--- src/include/flash_pin_pkg.sv ---
// Package of constants and types for the serial flash pin logic
// ---------------------------------------------------------------
// ---------------------------------------------------------------
package flash_pin_pkg;

	// Bus width modes of the current command
	typedef enum logic [1:0] {
		width_single = 2'b00,
		width_dual = 2'b01,
		width_quad = 2'b10
	} width_t;

	// Interface state
	typedef enum logic [1:0] {
		st_idle = 2'b00,
		st_active = 2'b01,
		st_hold = 2'b10
	} if_state_t;

	localparam int unsigned fifo_width = 8;
	localparam int unsigned fifo_depth = 16;
	localparam logic [7:0] byte_reset = 8'h00;
	localparam logic [2:0] bit_cnt_reset = 3'h0;
	localparam logic [3:0] nibble_msb = 4'h7;

endpackage

--- src/include/byte_stream_if.sv ---
// Interface carrying a valid/ready byte stream between modules
`timescale 1ns/1ps
interface byte_stream_if;
	logic [7:0] data; // Byte payload
	logic valid; // Source offers a byte
	logic ready; // Sink takes the byte
	modport src (output data, output valid, input ready);
	modport snk (input data, input valid, output ready);
endinterface

--- src/core/stream_fifo.sv ---
// Parameterised valid/ready FIFO for read data bytes
`timescale 1ns/1ps
module stream_fifo #(
	parameter int unsigned width = 8,
	parameter int unsigned depth = 16
) (
	input wire logic sys_clk, // System clock
	input wire logic sys_rst, // Async reset, active high
	input wire logic flush, // Drop all contents
	byte_stream_if.snk wr, // Filling side
	byte_stream_if.src rd // Draining side
);
	localparam int unsigned aw = $clog2(depth);

	logic [width-1:0] mem [depth]; // Storage array
	logic [aw:0] wr_ptr_q; // Write pointer with wrap bit
	logic [aw:0] rd_ptr_q; // Read pointer with wrap bit
	logic full; // No room left
	logic empty; // Nothing stored

	assign empty = (wr_ptr_q == rd_ptr_q);
	assign full = (wr_ptr_q[aw] != rd_ptr_q[aw]) &&
		(wr_ptr_q[aw-1:0] == rd_ptr_q[aw-1:0]);
	assign wr.ready = !full;
	assign rd.valid = !empty;
	assign rd.data = mem[rd_ptr_q[aw-1:0]];

	// Storage write, no reset needed for data
	always_ff @(posedge sys_clk) begin
		if (wr.valid && !full) begin
			mem[wr_ptr_q[aw-1:0]] <= wr.data;
		end
	end

	// Write pointer
	always_ff @(posedge sys_clk or posedge sys_rst) begin
		if (sys_rst) begin
			wr_ptr_q <= '0;
		end else if (flush) begin
			wr_ptr_q <= '0;
		end else if (wr.valid && !full) begin
			wr_ptr_q <= wr_ptr_q + 1'b1;
		end
	end

	// Read pointer
	always_ff @(posedge sys_clk or posedge sys_rst) begin
		if (sys_rst) begin
			rd_ptr_q <= '0;
		end else if (flush) begin
			rd_ptr_q <= '0;
		end else if (rd.ready && !empty) begin
			rd_ptr_q <= rd_ptr_q + 1'b1;
		end
	end
endmodule

--- src/core/flash_pin_io.sv ---
// Pin-level serial interface of a multi-line serial flash
`timescale 1ns/1ps
module flash_pin_io (
	input wire logic sys_clk, // System clock, 25 MHz
	input wire logic sys_rst, // Async reset, active high
	input wire logic chip_select_n, // Select from host, low active
	input wire logic serial_clk, // Serial clock level, sampled
	input wire logic data_line_zero_i, // Line zero input level
	output logic data_line_zero_o, // Line zero drive value
	output logic data_line_zero_oe, // Line zero drive enable
	input wire logic data_line_one_i, // Line one input level
	output logic data_line_one_o, // Line one drive value
	output logic data_line_one_oe, // Line one drive enable
	input wire logic data_line_two_i, // Protect pin or line two
	output logic data_line_two_o, // Line two drive value
	output logic data_line_two_oe, // Line two drive enable
	input wire logic data_line_three_i, // Hold pin or line three
	output logic data_line_three_o, // Line three drive value
	output logic data_line_three_oe, // Line three drive enable
	input wire logic quad_enable_bit, // Quad mode enabled
	input wire logic status_write_disable, // Status write disable
	input wire flash_pin_pkg::width_t cmd_width, // Width of transfer
	input wire logic cmd_ddr, // Double rate transfer
	input wire logic cmd_read, // Device drives data now
	input wire logic write_registers_cmd, // Register write in decode
	input wire logic [7:0] rd_byte, // Read data byte offered
	input wire logic rd_valid, // Read byte offered
	output logic rd_ready, // FIFO not full, registered one cycle late
	input wire logic op_busy_i, // Internal operation running
	output logic [7:0] rx_byte, // Received byte
	output logic rx_valid, // Received byte pulse
	output logic reg_write_allowed, // Register write may proceed
	output logic hold_active, // Hold condition level
	output logic if_reset, // Interface reset pulse
	output logic op_busy_o // Internal operation still running
);
	import flash_pin_pkg::*;

	// ---------------------------------------------------------------
	// Edge detection of the sampled serial clock
	// ---------------------------------------------------------------
	logic sck_q; // Previous clock level
	logic cs_n_q; // Previous select level
	logic sck_rise; // Serial clock rising
	logic sck_fall; // Serial clock falling
	logic selected; // Device selected now
	logic hold_pin_n; // Hold pin level when in use
	logic cs_rise; // Select going inactive

	// Pin inputs are synchronous, so one stage is enough
	always_ff @(posedge sys_clk or posedge sys_rst) begin
		if (sys_rst) begin
			sck_q <= 1'b0;
			cs_n_q <= 1'b1;
		end else begin
			sck_q <= serial_clk;
			cs_n_q <= chip_select_n;
		end
	end

	assign sck_rise = serial_clk && !sck_q;
	assign sck_fall = !serial_clk && sck_q;
	assign selected = !chip_select_n;
	assign cs_rise = chip_select_n && !cs_n_q;
	// Quad mode turns the hold pin into a data line
	assign hold_pin_n = quad_enable_bit ? 1'b1 : data_line_three_i;

	// ---------------------------------------------------------------
	// Interface state: idle, active, hold
	// ---------------------------------------------------------------
	if_state_t state_q;
	if_state_t state_d;

	// Next state
	always_comb begin
		state_d = state_q;
		unique case (state_q)
			st_idle: begin
				// Resume only with hold pin high at selection
				if (selected && hold_pin_n) begin
					state_d = st_active;
				end
			end
			st_active: begin
				if (!selected) begin
					state_d = st_idle;
				end else if (!hold_pin_n && !serial_clk) begin
					// Hold only while selected, with clock low
					state_d = st_hold;
				end
			end
			st_hold: begin
				if (!selected) begin
					// Deselect during hold abandons transfer
					state_d = st_idle;
				end else if (hold_pin_n && !serial_clk) begin
					state_d = st_active;
				end
			end
			default: state_d = st_idle;
		endcase
	end

	// State register
	always_ff @(posedge sys_clk or posedge sys_rst) begin
		if (sys_rst) begin
			state_q <= st_idle;
		end else begin
			state_q <= state_d;
		end
	end

	logic active; // Transfer may proceed
	assign active = (state_q == st_active) && (state_d == st_active);

	// ---------------------------------------------------------------
	// Receive shifter
	// ---------------------------------------------------------------
	logic [7:0] rx_sh_q; // Shift register in
	logic [2:0] rx_cnt_q; // Bits collected, modulo eight
	logic [3:0] in_bits; // Lines sampled this edge
	logic rx_edge; // Edge on which inputs are taken

	assign in_bits = {data_line_three_i, data_line_two_i,
		data_line_one_i, data_line_zero_i};
	// Double rate samples on both edges, single on rise only
	assign rx_edge = active && !cmd_read &&
		(sck_rise || (cmd_ddr && sck_fall));

	// Step in one, two or four bits; line zero is least significant
	function automatic logic [11:0] shift_in(input logic [7:0] sh,
		input logic [2:0] cnt, input logic [3:0] bits, input width_t w);
		logic [7:0] n;
		logic [2:0] c;
		n = sh;
		c = cnt;
		unique case (w)
			width_dual: begin
				n = {sh[5:0], bits[1:0]};
				c = cnt + 3'h2;
			end
			width_quad: begin
				n = {sh[3:0], bits};
				c = cnt + 3'h4;
			end
			default: begin
				n = {sh[6:0], bits[0]};
				c = cnt + 3'h1;
			end
		endcase
		return {1'b0, c, n};
	endfunction

	logic [11:0] rx_next; // Shifter result
	assign rx_next = shift_in(rx_sh_q, rx_cnt_q, in_bits, cmd_width);

	// Collect bits, emit a byte on wrap; reset on deselect
	always_ff @(posedge sys_clk or posedge sys_rst) begin
		if (sys_rst) begin
			rx_sh_q <= byte_reset;
			rx_cnt_q <= bit_cnt_reset;
			rx_byte <= byte_reset;
			rx_valid <= 1'b0;
		end else begin
			rx_valid <= 1'b0;
			if (!selected) begin
				rx_cnt_q <= bit_cnt_reset;
			end else if (rx_edge) begin
				rx_sh_q <= rx_next[7:0];
				rx_cnt_q <= rx_next[10:8];
				if (rx_next[10:8] == bit_cnt_reset) begin
					rx_byte <= rx_next[7:0];
					rx_valid <= 1'b1;
				end
			end
		end
	end

	// ---------------------------------------------------------------
	// Read data path through a FIFO
	// ---------------------------------------------------------------
	byte_stream_if fifo_in ();
	byte_stream_if fifo_out ();

	assign fifo_in.data = rd_byte;
	assign fifo_in.valid = rd_valid;

	// Flushed whenever the interface is reset by deselection
	stream_fifo #(.width(fifo_width), .depth(fifo_depth)) u_fifo (
		.sys_clk(sys_clk),
		.sys_rst(sys_rst),
		.flush(!selected),
		.wr(fifo_in.snk),
		.rd(fifo_out.src)
	);

	always_ff @(posedge sys_clk or posedge sys_rst) begin
		if (sys_rst) begin
			rd_ready <= 1'b0;
		end else begin
			rd_ready <= fifo_in.ready;
		end
	end

	logic [7:0] tx_sh_q; // Outgoing byte
	logic [2:0] tx_cnt_q; // Bits sent
	logic tx_loaded_q; // A byte is in the shifter
	logic tx_edge; // Edge on which outputs change
	logic [11:0] tx_next; // Shifter result

	// Single rate drives after fall, double rate after every edge
	assign tx_edge = active && cmd_read &&
		(sck_fall || (cmd_ddr && sck_rise));
	assign tx_next = shift_in(tx_sh_q, tx_cnt_q, 4'h0, cmd_width);
	assign fifo_out.ready = tx_edge &&
		(!tx_loaded_q || tx_next[10:8] == bit_cnt_reset);

	// Load from FIFO, shift out at each output edge
	always_ff @(posedge sys_clk or posedge sys_rst) begin
		if (sys_rst) begin
			tx_sh_q <= byte_reset;
			tx_cnt_q <= bit_cnt_reset;
			tx_loaded_q <= 1'b0;
		end else if (!selected) begin
			tx_cnt_q <= bit_cnt_reset;
			tx_loaded_q <= 1'b0;
		end else if (fifo_out.ready) begin
			tx_sh_q <= fifo_out.valid ? fifo_out.data : byte_reset;
			tx_cnt_q <= bit_cnt_reset;
			tx_loaded_q <= fifo_out.valid;
		end else if (tx_edge) begin
			tx_sh_q <= tx_next[7:0];
			tx_cnt_q <= tx_next[10:8];
		end
	end

	// ---------------------------------------------------------------
	// Pin drivers
	// ---------------------------------------------------------------
	logic drive; // Device drives its data lines
	assign drive = active && cmd_read;

	// Float everything when deselected or held
	always_ff @(posedge sys_clk or posedge sys_rst) begin
		if (sys_rst) begin
			data_line_zero_oe <= 1'b0;
			data_line_one_oe <= 1'b0;
			data_line_two_oe <= 1'b0;
			data_line_three_oe <= 1'b0;
		end else begin
			data_line_one_oe <= drive;
			data_line_zero_oe <= drive && (cmd_width != width_single);
			data_line_two_oe <= drive && quad_enable_bit &&
				(cmd_width == width_quad);
			data_line_three_oe <= drive && quad_enable_bit &&
				(cmd_width == width_quad);
		end
	end

	// Values: single on line one, groups with line zero lowest
	always_ff @(posedge sys_clk or posedge sys_rst) begin
		if (sys_rst) begin
			data_line_zero_o <= 1'b0;
			data_line_one_o <= 1'b0;
			data_line_two_o <= 1'b0;
			data_line_three_o <= 1'b0;
		end else begin
			unique case (cmd_width)
				width_dual: begin
					data_line_one_o <= tx_sh_q[7];
					data_line_zero_o <= tx_sh_q[6];
					data_line_two_o <= 1'b0;
					data_line_three_o <= 1'b0;
				end
				width_quad: begin
					data_line_three_o <= tx_sh_q[7];
					data_line_two_o <= tx_sh_q[6];
					data_line_one_o <= tx_sh_q[5];
					data_line_zero_o <= tx_sh_q[4];
				end
				default: begin
					data_line_one_o <= tx_sh_q[7];
					data_line_zero_o <= 1'b0;
					data_line_two_o <= 1'b0;
					data_line_three_o <= 1'b0;
				end
			endcase
		end
	end

	// ---------------------------------------------------------------
	// Write protection and status outputs
	// ---------------------------------------------------------------
	// Protect pin only counts outside quad mode
	always_ff @(posedge sys_clk or posedge sys_rst) begin
		if (sys_rst) begin
			reg_write_allowed <= 1'b1;
		end else begin
			reg_write_allowed <= !(write_registers_cmd &&
				!data_line_two_i && status_write_disable &&
				!quad_enable_bit);
		end
	end

	// Hold does not stop internal operations
	always_ff @(posedge sys_clk or posedge sys_rst) begin
		if (sys_rst) begin
			op_busy_o <= 1'b0;
			hold_active <= 1'b0;
			if_reset <= 1'b0;
		end else begin
			op_busy_o <= op_busy_i;
			hold_active <= (state_d == st_hold);
			if_reset <= cs_rise;
		end
	end
endmodule

--- config.mk ---
export PLATFORM = sky130hd
export DESIGN_NAME = flash_pin_io
export DESIGN_NICKNAME = d
export VERILOG_FILES = /design/src/include/flash_pin_pkg.sv /design/src/include/byte_stream_if.sv /design/src/core/stream_fifo.sv /design/src/core/flash_pin_io.sv
export SDC_FILE = /design/constraint.sdc
export NUM_CORES = 1
export LEC_CHECK = 0
export BUFFER_PORTS_ARGS = -buffer_cell sky130_fd_sc_hd__buf_4
export CAP_MARGIN = 10
export CORE_MARGIN = 2
export CORE_UTILIZATION = 40
export CTS_CLUSTER_SIZE = 40
export DETAILED_ROUTE_END_ITERATION = 8
export GPL_TIMING_DRIVEN = 0
export PLACE_DENSITY = 0.68
export SYNTH_ARGS = -nofsm -noshare
export SYNTH_HDL_FRONTEND = slang
export SYNTH_SLANG_ARGS = --single-unit
--- constraint.sdc ---
create_clock -name sys_clk -period 2.5 [get_ports sys_clk]
set_clock_uncertainty 0.15 [all_clocks]
set_input_delay 0.125 -clock sys_clk [delete_from_list [all_inputs] [get_ports sys_clk]]
set_output_delay 0.125 -clock sys_clk [all_outputs]
set_load 0.01 [all_outputs]
==> summary.md, run 1 <==
| Metric | Value |
|---|---|
| Leftover overflow at the end of global routing | `0` |
| Number of vias per cell | `roughly 5.4` |
| Ys flop type | `edfxtp_1` |
| Fmax | `0.420 GHz` |
| Global-route wire length before repair | `27.2 mm` |
| Num ports | `47` |
| Crit path arrival time | `between 2 and 3 ns` |
| Biggest area consumer among synthesized cells | `edfxtp_1` |
| Required time of the critical path | `between 2 and 3 ns` |
| Most used standard cells in the synthesized netlist | `edfxtp_1 (128), dfrtp_1 (55), nor2_1 (35)` |
| Cts bufs inserted | `17` |
| Syn Std Cell Area | `7970 sq um` |
| Number of max-cap violations | `0` |
| Placeable core region | `~20000 sq um` |
| Share of the core filled with cells in the final layout | `between 40% and 50%` |
| CTS H-Tree Depth | `4` |
| GR Util All Layers | `~17%` |
| Worst min path class | `in -> reg` |
| Average wire per standard cell | `19.5 um` |
| Detailed-route wire length | `~17 mm` |
| CP startpoint kind | `flip-flop` |
| Hold Fails Final Rpt | `0` |
| Ratio of cells with drive above 1 in the final layout | `between 20 and 30%` |
| Post-synth net total | `between 500 and 600` |
| Latest clock arrival within the worst-skew pair | `approximately 0.43 ns` |
| Antenna-violating nets left | `0` |
| Relative slew margins | `a little under three fifths` |
| Clock Path Buffers | `2` |
| Number of remaining DRC errors | `0` |
| Min cycle time layout | `between 2 and 2.5 ns` |
| Pre-CTS worst setup slack | `-0.538 ns` |
| Total power draw | `around 6.8 mW` |
| Yosys cell types | `just under 50` |
| Maximum number of pins on one net before global-route repair | `42` |
| Sum of negative setup slack | `0 ns` |
| Initial antenna violation count | `0` |
| I/O Buffers | `46` |
| Number of synthesized register bits | `185` |
| Count of flip-flops with a built-in enable after synthesis | `128` |
| Root buffer selected by CTS | `clkbuf_16` |
| R2R cell count | `7` |
| Instance count along the most critical hold path | `4` |
| Warning count from the yosys run | `0` |
| Result of the run | `finished clean` |
| Leakage power | `between 3 and 4 nW` |
| Worst IR Drop VDD | `about 0.0005 V` |
| Number of cells in the design after placement | `between 800 and 900` |
| Final worst path period share | `95.2%` |
| Row Count | `about 50` |
| Sequential-to-total area share from yosys stat | `about two thirds` |
| Number of nets in the layout | `approximately 640` |
| Kind of critical path | `reg -> reg` |
| Layout area overhead | `20.3%` |
| Setup slack after layout | `roughly 0.12 ns` |
| Switching share of total power | `approximately 23%` |
| Cells after Synth | `~500` |
| Sequential cell fraction of total power | `52.2%` |
| Share of total power in combinational logic | `under 10%` |
| Async S/R FF share, synth | `between 30% and 40%` |
| Clock slew at reported path FFs | `approximately 0.070 ns` |
| Number of optimization iterations in the first detailed-route pass | `5` |
| Number of max-slew violations in the final report | `0` |
| Die ar. | `approximately 21000 sq um` |
| Area share of the leading cell type in the synthesized netlist | `48.2%` |
| Final hold slack | `~0.043 ns` |
| Unrepaired setup endpoints after global routing | `false` |
| GPL Wtd Cong | `~0.81` |
| Measured slew at the worst slew-check pin | `between 0.6 and 0.7 ns` |
| Vertical die dimension | `~150 um` |
| Via count of the first global-routing pass | `4912` |
| Max Fanout on Critical Path | `10` |
| Most frequent cell after synthesis | `edfxtp_1` |
| X dimension of the die | `roughly 150 um` |
| Clock network fraction of design power | `~39%` |
| Initial Utilization | `roughly 41%` |
| Placed cell areas | `about 8700 sq um` |
| Via total after detailed routing | `roughly 4700` |
| Dominant cells by area after synthesis | `edfxtp_1 (48%), dfrtp_1 (17%), mux4_2 (9.0%)` |
| Total of endpoints with negative setup slack in the final report | `0` |
| CTS tree | `done` |
| Power Internal | `about 5.2 mW` |
| Post-Layout Cell Count | `a little under 900` |
| CTS sink cnt | `185` |
| Final standard cell area without fillers | `9590 sq um` |
| PD cells | `a little over 700 nW/um^2` |
| Mean cell area of the mapped netlist | `between 15 and 20 sq um` |
| Nature of the critical path endpoint | `flip-flop` |
| Post-detail-place hpwl | `about 11 mm` |
| Fill cell count | `1693` |
| ANT cells | `0` |
| Iter 0 DRT Violations | `around 430` |
| Net switching component of the power | `1.57 mW` |
-- routing by layer --
metal / track usage, % / vias to the layer above / routed length [um] / share of wire, %
met5: 0 / - / 0 / 0
met4: 5.20 / 0 / 269 / 1.6
met3: 4.15 / 21 / 763 / 4.5
met2: 28.8 / 131 / 8760 / 51
met1: 20.9 / 2411 / 7330 / 43
li1: - / 2151 / - / -
-- path summary, 6_finish.rpt --
kind	slack [ns]	from	endpoint
worst min register to register	0.33	cs_n_q	if_reset
worst max register to register	0.12	tx_cnt_q[0]	u_fifo.rd_ptr_q[1]
worst max-delay path	0.12	tx_cnt_q[0]	u_fifo.rd_ptr_q[1]
min in group asynchronous	0.10	sys_rst	sck_q
worst min-delay path	0.04	rd_valid	u_fifo.wr_ptr_q[4]
max in group asynchronous	1.49	sys_rst	reg_write_allowed
-- cells by family (layout without fill, tap and decap cells) --
kind of cell               after synthesis  after routing  synth area share (%)
AOI/OAI and AO/OA                       84             84                  7.02
xor gates and xnor gates                13             13                  1.43
adders and majority gates               10             10                  1.57
buffers and inverters                   45            150                  2.36
DFF                                    185            185                  66.2
muxes                                   72             72                  14.9
and+or+nand+nor                         99             99                  6.55
-- flip-flops by register name, indices dropped and copies added (netlist names), 2 cells and up --
| signal | flops |
|---|---|
| rx_sh_q | 7 |
| tx_sh_q | 8 |
| state_q | 2 |
| u_fifo.rd_ptr_q | 5 |
| u_fifo.mem | 128 |
| rx_byte | 8 |
| u_fifo.wr_ptr_q | 5 |
| rx_cnt_q | 3 |
| tx_cnt_q | 3 |
-- power groups by stage --
stage	Combinational, mW	Sequential (mW)	Clock, mW
2_1_floorplan	0.335	3.57	0
4_1_cts	0.597	3.53	2.67
3_5_place_dp	0.567	3.59	0
6_report	0.610	3.53	2.62
3_3_place_gp	0.543	3.58	0
5_1_grt	0.668	3.54	2.79
-- worst max-delay path: stages (launching register included) --
cell and delay (ns):
dfrtp_1 0.41, ha_1 0.30, o21ai_1 0.13, a21oi_1 0.07
o21bai_4 0.20, or4_1 0.51, buf_4 0.19, mux2_1 0.31
-- final cells by class --
type / count / area (sq um) / share of cell area, %
inverters: 13 / 48.8 / 0.509
multi-input cells: 278 / 2570 / 26.8
clock inverters: 14 / 146 / 1.53
plain buffers: 32 / 170 / 1.77
well taps: 265 / 332 / 3.46
clock buffers: 17 / 425 / 4.44
flip-flops and latches: 185 / 5270 / 55.0
repair buffers: 74 / 621 / 6.47
-- placed cells by master (no fill, tap or decap), types with 3 or more instances in the layout --
master and n:
o211ai_1 15, mux2i_1 12, dlygate4sd3_1 21, clkbuf_16 17, nand2b_1 5, clkinv_1 3
and3_2 6, and3_1 5, edfxtp_1 128, nor3_1 3, o21ai_0 7, a21oi_1 26
or4_1 3, inv_6 3, nor2_1 35, dfrtp_1 54, nand2_1 13, ha_1 10
mux2_4 8, mux4_2 32, nor2b_1 6, clkbuf_1 14, clkbuf_2 5, nand3_1 4
buf_4 58, and2_1 3, xnor2_1 8, and3_4 4, clkbuf_4 3, xor2_1 5
o31ai_1 4, inv_1 12, a22oi_1 11, mux2_2 19, nand3b_1 3
-- repair_timing --
item / CTS / global route
hold endpoints to repair: 205 / 0
setup endpoints to repair: 113 / 118
gates resized for setup: 28 / 24
hold buffers: 21 / 0
buffers inserted: 0 / 6
pin swaps: 0 / 2
No activity file was read; power rests on OpenSTA's default activity.
==> run 2, diff against run 1 <==
Settings changed: BUFFER_PORTS_ARGS -buffer_cell sky130_fd_sc_hd__buf_4 to default, DONT_BUFFER_PORTS from default to 1, PLACE_DENSITY 0.68 to 0.66.
==> run 2 against run 1 <==
Effect of this change:
- final cell count is 5.0% lower
- via count is 3.0% lower
- design area is 3.2% lower
- core utilization is 1.6 points lower
- first-iteration DRC count is 0.94% lower
- sequential share of layout area is 1.8 points higher
- die area stayed put
- count of clock-buffer cells in the layout stayed put
- largest cell class unchanged
==> summary.md, run 2 (same netlist as run 1, synthesis figures left out) <==
| Metric | Value |
|---|---|
| Result of the run | `finished clean` |
| Required time of the critical path | `approximately 2.7 ns` |
| Number of nets in the layout | `approximately 590` |
| Min cycle time layout | `2.50 ns` |
| GR Util All Layers | `between 10% and 20%` |
| Nature of the critical path endpoint | `flip-flop` |
| CTS sink cnt | `185` |
| CTS H-Tree Depth | `4` |
| Number of vias per cell | `5.48` |
| Area taken by flip-flops and latches | `5270 sq um` |
| Clock Path Buffers | `2` |
| Root buffer selected by CTS | `clkbuf_16` |
| Initial Utilization | `between 40% and 50%` |
| Kind of critical path | `reg -> reg` |
| Die ar. | `around 21000 sq um` |
| Average wire per standard cell | `20.7 um` |
| Sequential cell fraction of total power | `52.3%` |
| Total of endpoints with negative setup slack in the final report | `0` |
| Clock network fraction of design power | `roughly two fifths` |
| Crit path largest cell delay | `0.51 ns` |
| Instance count along the most critical hold path | `3` |
| Row Count | `51` |
| Max FFs per register | `128` |
| ANT cells | `0` |
| Worst min path class | `in -> reg` |
| Placeable core region | `19500 sq um` |
| Share of the core filled with cells in the final layout | `between 40 and 50%` |
| Leakage power | `about 3.3 nW` |
| Number of optimization iterations in the first detailed-route pass | `4` |
| Worst IR Drop VDD | `roughly 0.0005 V` |
| Start of the worst register-to-register path | `tx_cnt_q[0]` |
| Commonest cells after routing, fill and taps aside | `edfxtp_1 (128), dfrtp_1 (55), nor2_1 (35)` |
| Worst reg2reg setup slack | `0.002 ns` |
| Worst-path cell chain | `ha_1 -> o21ai_0 -> a21oi_1 -> o21bai_2 -> or4_1 -> buf_2 -> mux2_1` |
| Iter 0 DRT Violations | `about 420` |
| X dimension of the die | `145 um` |
| Crit path arrival time | `~2.7 ns` |
| Global-route wire length before repair | `about 27 mm` |
| Number of max-slew violations in the final report | `0` |
| Worst R2R End | `u_fifo.rd_ptr_q[1]` |
| Number of max-cap violations | `0` |
| Critical-path cell with the highest stage delay | `or4_1` |
| Cts bufs inserted | `17` |
| Relative slew margins | `between 50% and 60%` |
| Maximum number of pins on one net before global-route repair | `32` |
| I/O Buffers | `0` |
| Clock slew at reported path FFs | `0.07 ns` |
| Setup slack after layout | `0.00176 ns` |
| Commonest non-fill, non-tap cell in the layout | `edfxtp_1` |
| Share of total power in combinational logic | `between 7 and 8%` |
| Net switching component of the power | `around 1.7 mW` |
| PD cells | `approximately 730 nW/um^2` |
| R2R cell count | `7` |
| Worst hold endpoint | `rx_sh_q[5]` |
| CP startpoint kind | `flip-flop` |
| Multi-input combinational cell area | `2570 sq um` |
| Number of remaining DRC errors | `0` |
| Pre-CTS worst setup slack | `-0.485 ns` |
| Antenna-violating nets left | `0` |
| Power Internal | `between 5 and 6 mW` |
| Initial antenna violation count | `0` |
| Fmax | `0.400 GHz` |
| Via count of the first global-routing pass | `~4700` |
| Measured slew at the worst slew-check pin | `approximately 0.65 ns` |
| GPL Wtd Cong | `0.791` |
| Num ports | `47` |
| Vertical die dimension | `roughly 150 um` |
| Ratio of cells with drive above 1 in the final layout | `between 20% and 30%` |
| Layout area overhead | `16.5%` |
| Max Fanout on Critical Path | `10` |
| CTS tree | `done` |
| Latest clock arrival within the worst-skew pair | `between 0.4 and 0.5 ns` |
| Worst hold start | `serial_clk` |
| Unrepaired setup endpoints after global routing | `true` |
| Via total after detailed routing | `4572` |
| Final worst path period share | `~100%` |
| Post-detail-place hpwl | `roughly 11 mm` |
| Sum of negative setup slack | `0 ns` |
| Switching share of total power | `between 20 and 25%` |
| Leftover overflow at the end of global routing | `0` |
| Detailed-route wire length | `between 15 and 20 mm` |
| Hold Fails Final Rpt | `0` |
| Fill cell count | `around 1700` |
[run 2: cell count changes in the layout (fill, tap and decap cells not counted), sizes merged]
| cell | delta |
|---|---|
| bufinv | -1 |
| dlygate4sd3 | +3 |
| clkinvlp | -1 |
| clkinv | +1 |
| clkbuf | +1 |
| buf | -49 |
| inv | +2 |
[run 2: cell type report]
type                       instances  share of cell area [%]
inverter                          13                   0.526
timing repair buffer              29                    3.10
tap                              265                    3.57
clock buffer                      17                    4.58
clock inverter                    15                    1.91
sequential                       185                    56.8
multi-input combinational        278                    27.7
buffer                            32                    1.85
[run 2: metrics by stage]
| stage | power (mW) | hold slack, ns | cell area [sq um] | cells |
|---|---|---|---|---|
| 6_report | 6.77 | 0.0110 | 9280 | 834 |
| 5_1_grt | 7.00 | 0.00259 | 9280 | 834 |
| 4_1_cts | 6.78 | 0.00273 | 9210 | 830 |
| 3_5_place_dp | 4.04 | -0.0316 | 8320 | 775 |
| 3_3_place_gp | 4.01 | -0.0189 | 8300 | 773 |
| 2_1_floorplan | 3.91 | -0.0205 | 7970 | 508 |
[run 2: worst max-delay path, delay by kind of cell, from the launching register on]
kind	cells	cell delay, ns
multiplexers	1	0.33
buffers and inverters	1	0.20
adder cells (fa/ha/maj)	1	0.30
flip-flops	1	0.42
AND/OR/NAND/NOR	1	0.51
AO/OA/AOI/OAI	3	0.46
[run 2: repair_timing]
item,in CTS,in global routing
setup buffers,0,3
endpoints found under the setup margin,112,117
gates resized for setup,32,18
hold buffers,23,1
hold endpoints to repair,211,2
pin swaps,0,2
[run 2: layer usage]
metal / vias up / wire length (um) / global-route usage [%]
met5: - / 0 / 0
met3: 23 / 777 / 3.74
met2: 131 / 8700 / 28.2
met4: 0 / 229 / 4.85
met1: 2358 / 7520 / 21.5
li1: 2060 / - / -
[run 2: worst max-delay path by stage]
stage	from	end	slack, ns	cells past startpoint
after global routing	tx_cnt_q[1]	u_fifo.rd_ptr_q[1]	-0.11	7
final	tx_cnt_q[0]	u_fifo.rd_ptr_q[1]	0.002	7
after CTS	tx_cnt_q[1]	u_fifo.rd_ptr_q[1]	0.005	7
after detailed placement	u_fifo.rd_ptr_q[2]	tx_sh_q[2]	-0.48	7
after global placement	u_fifo.rd_ptr_q[1]	tx_sh_q[2]	-0.49	8
after floorplan	tx_cnt_q[1]	u_fifo.rd_ptr_q[1]	0.19	7
[run 2: power by group through the flow]
stage,logic [mW],registers [mW],clock network (mW)
final,0.513,3.54,2.72
after detailed placement,0.432,3.61,0
after floorplan,0.335,3.57,0
after global routing,0.565,3.56,2.88
after global placement,0.409,3.60,0
after CTS,0.498,3.54,2.74
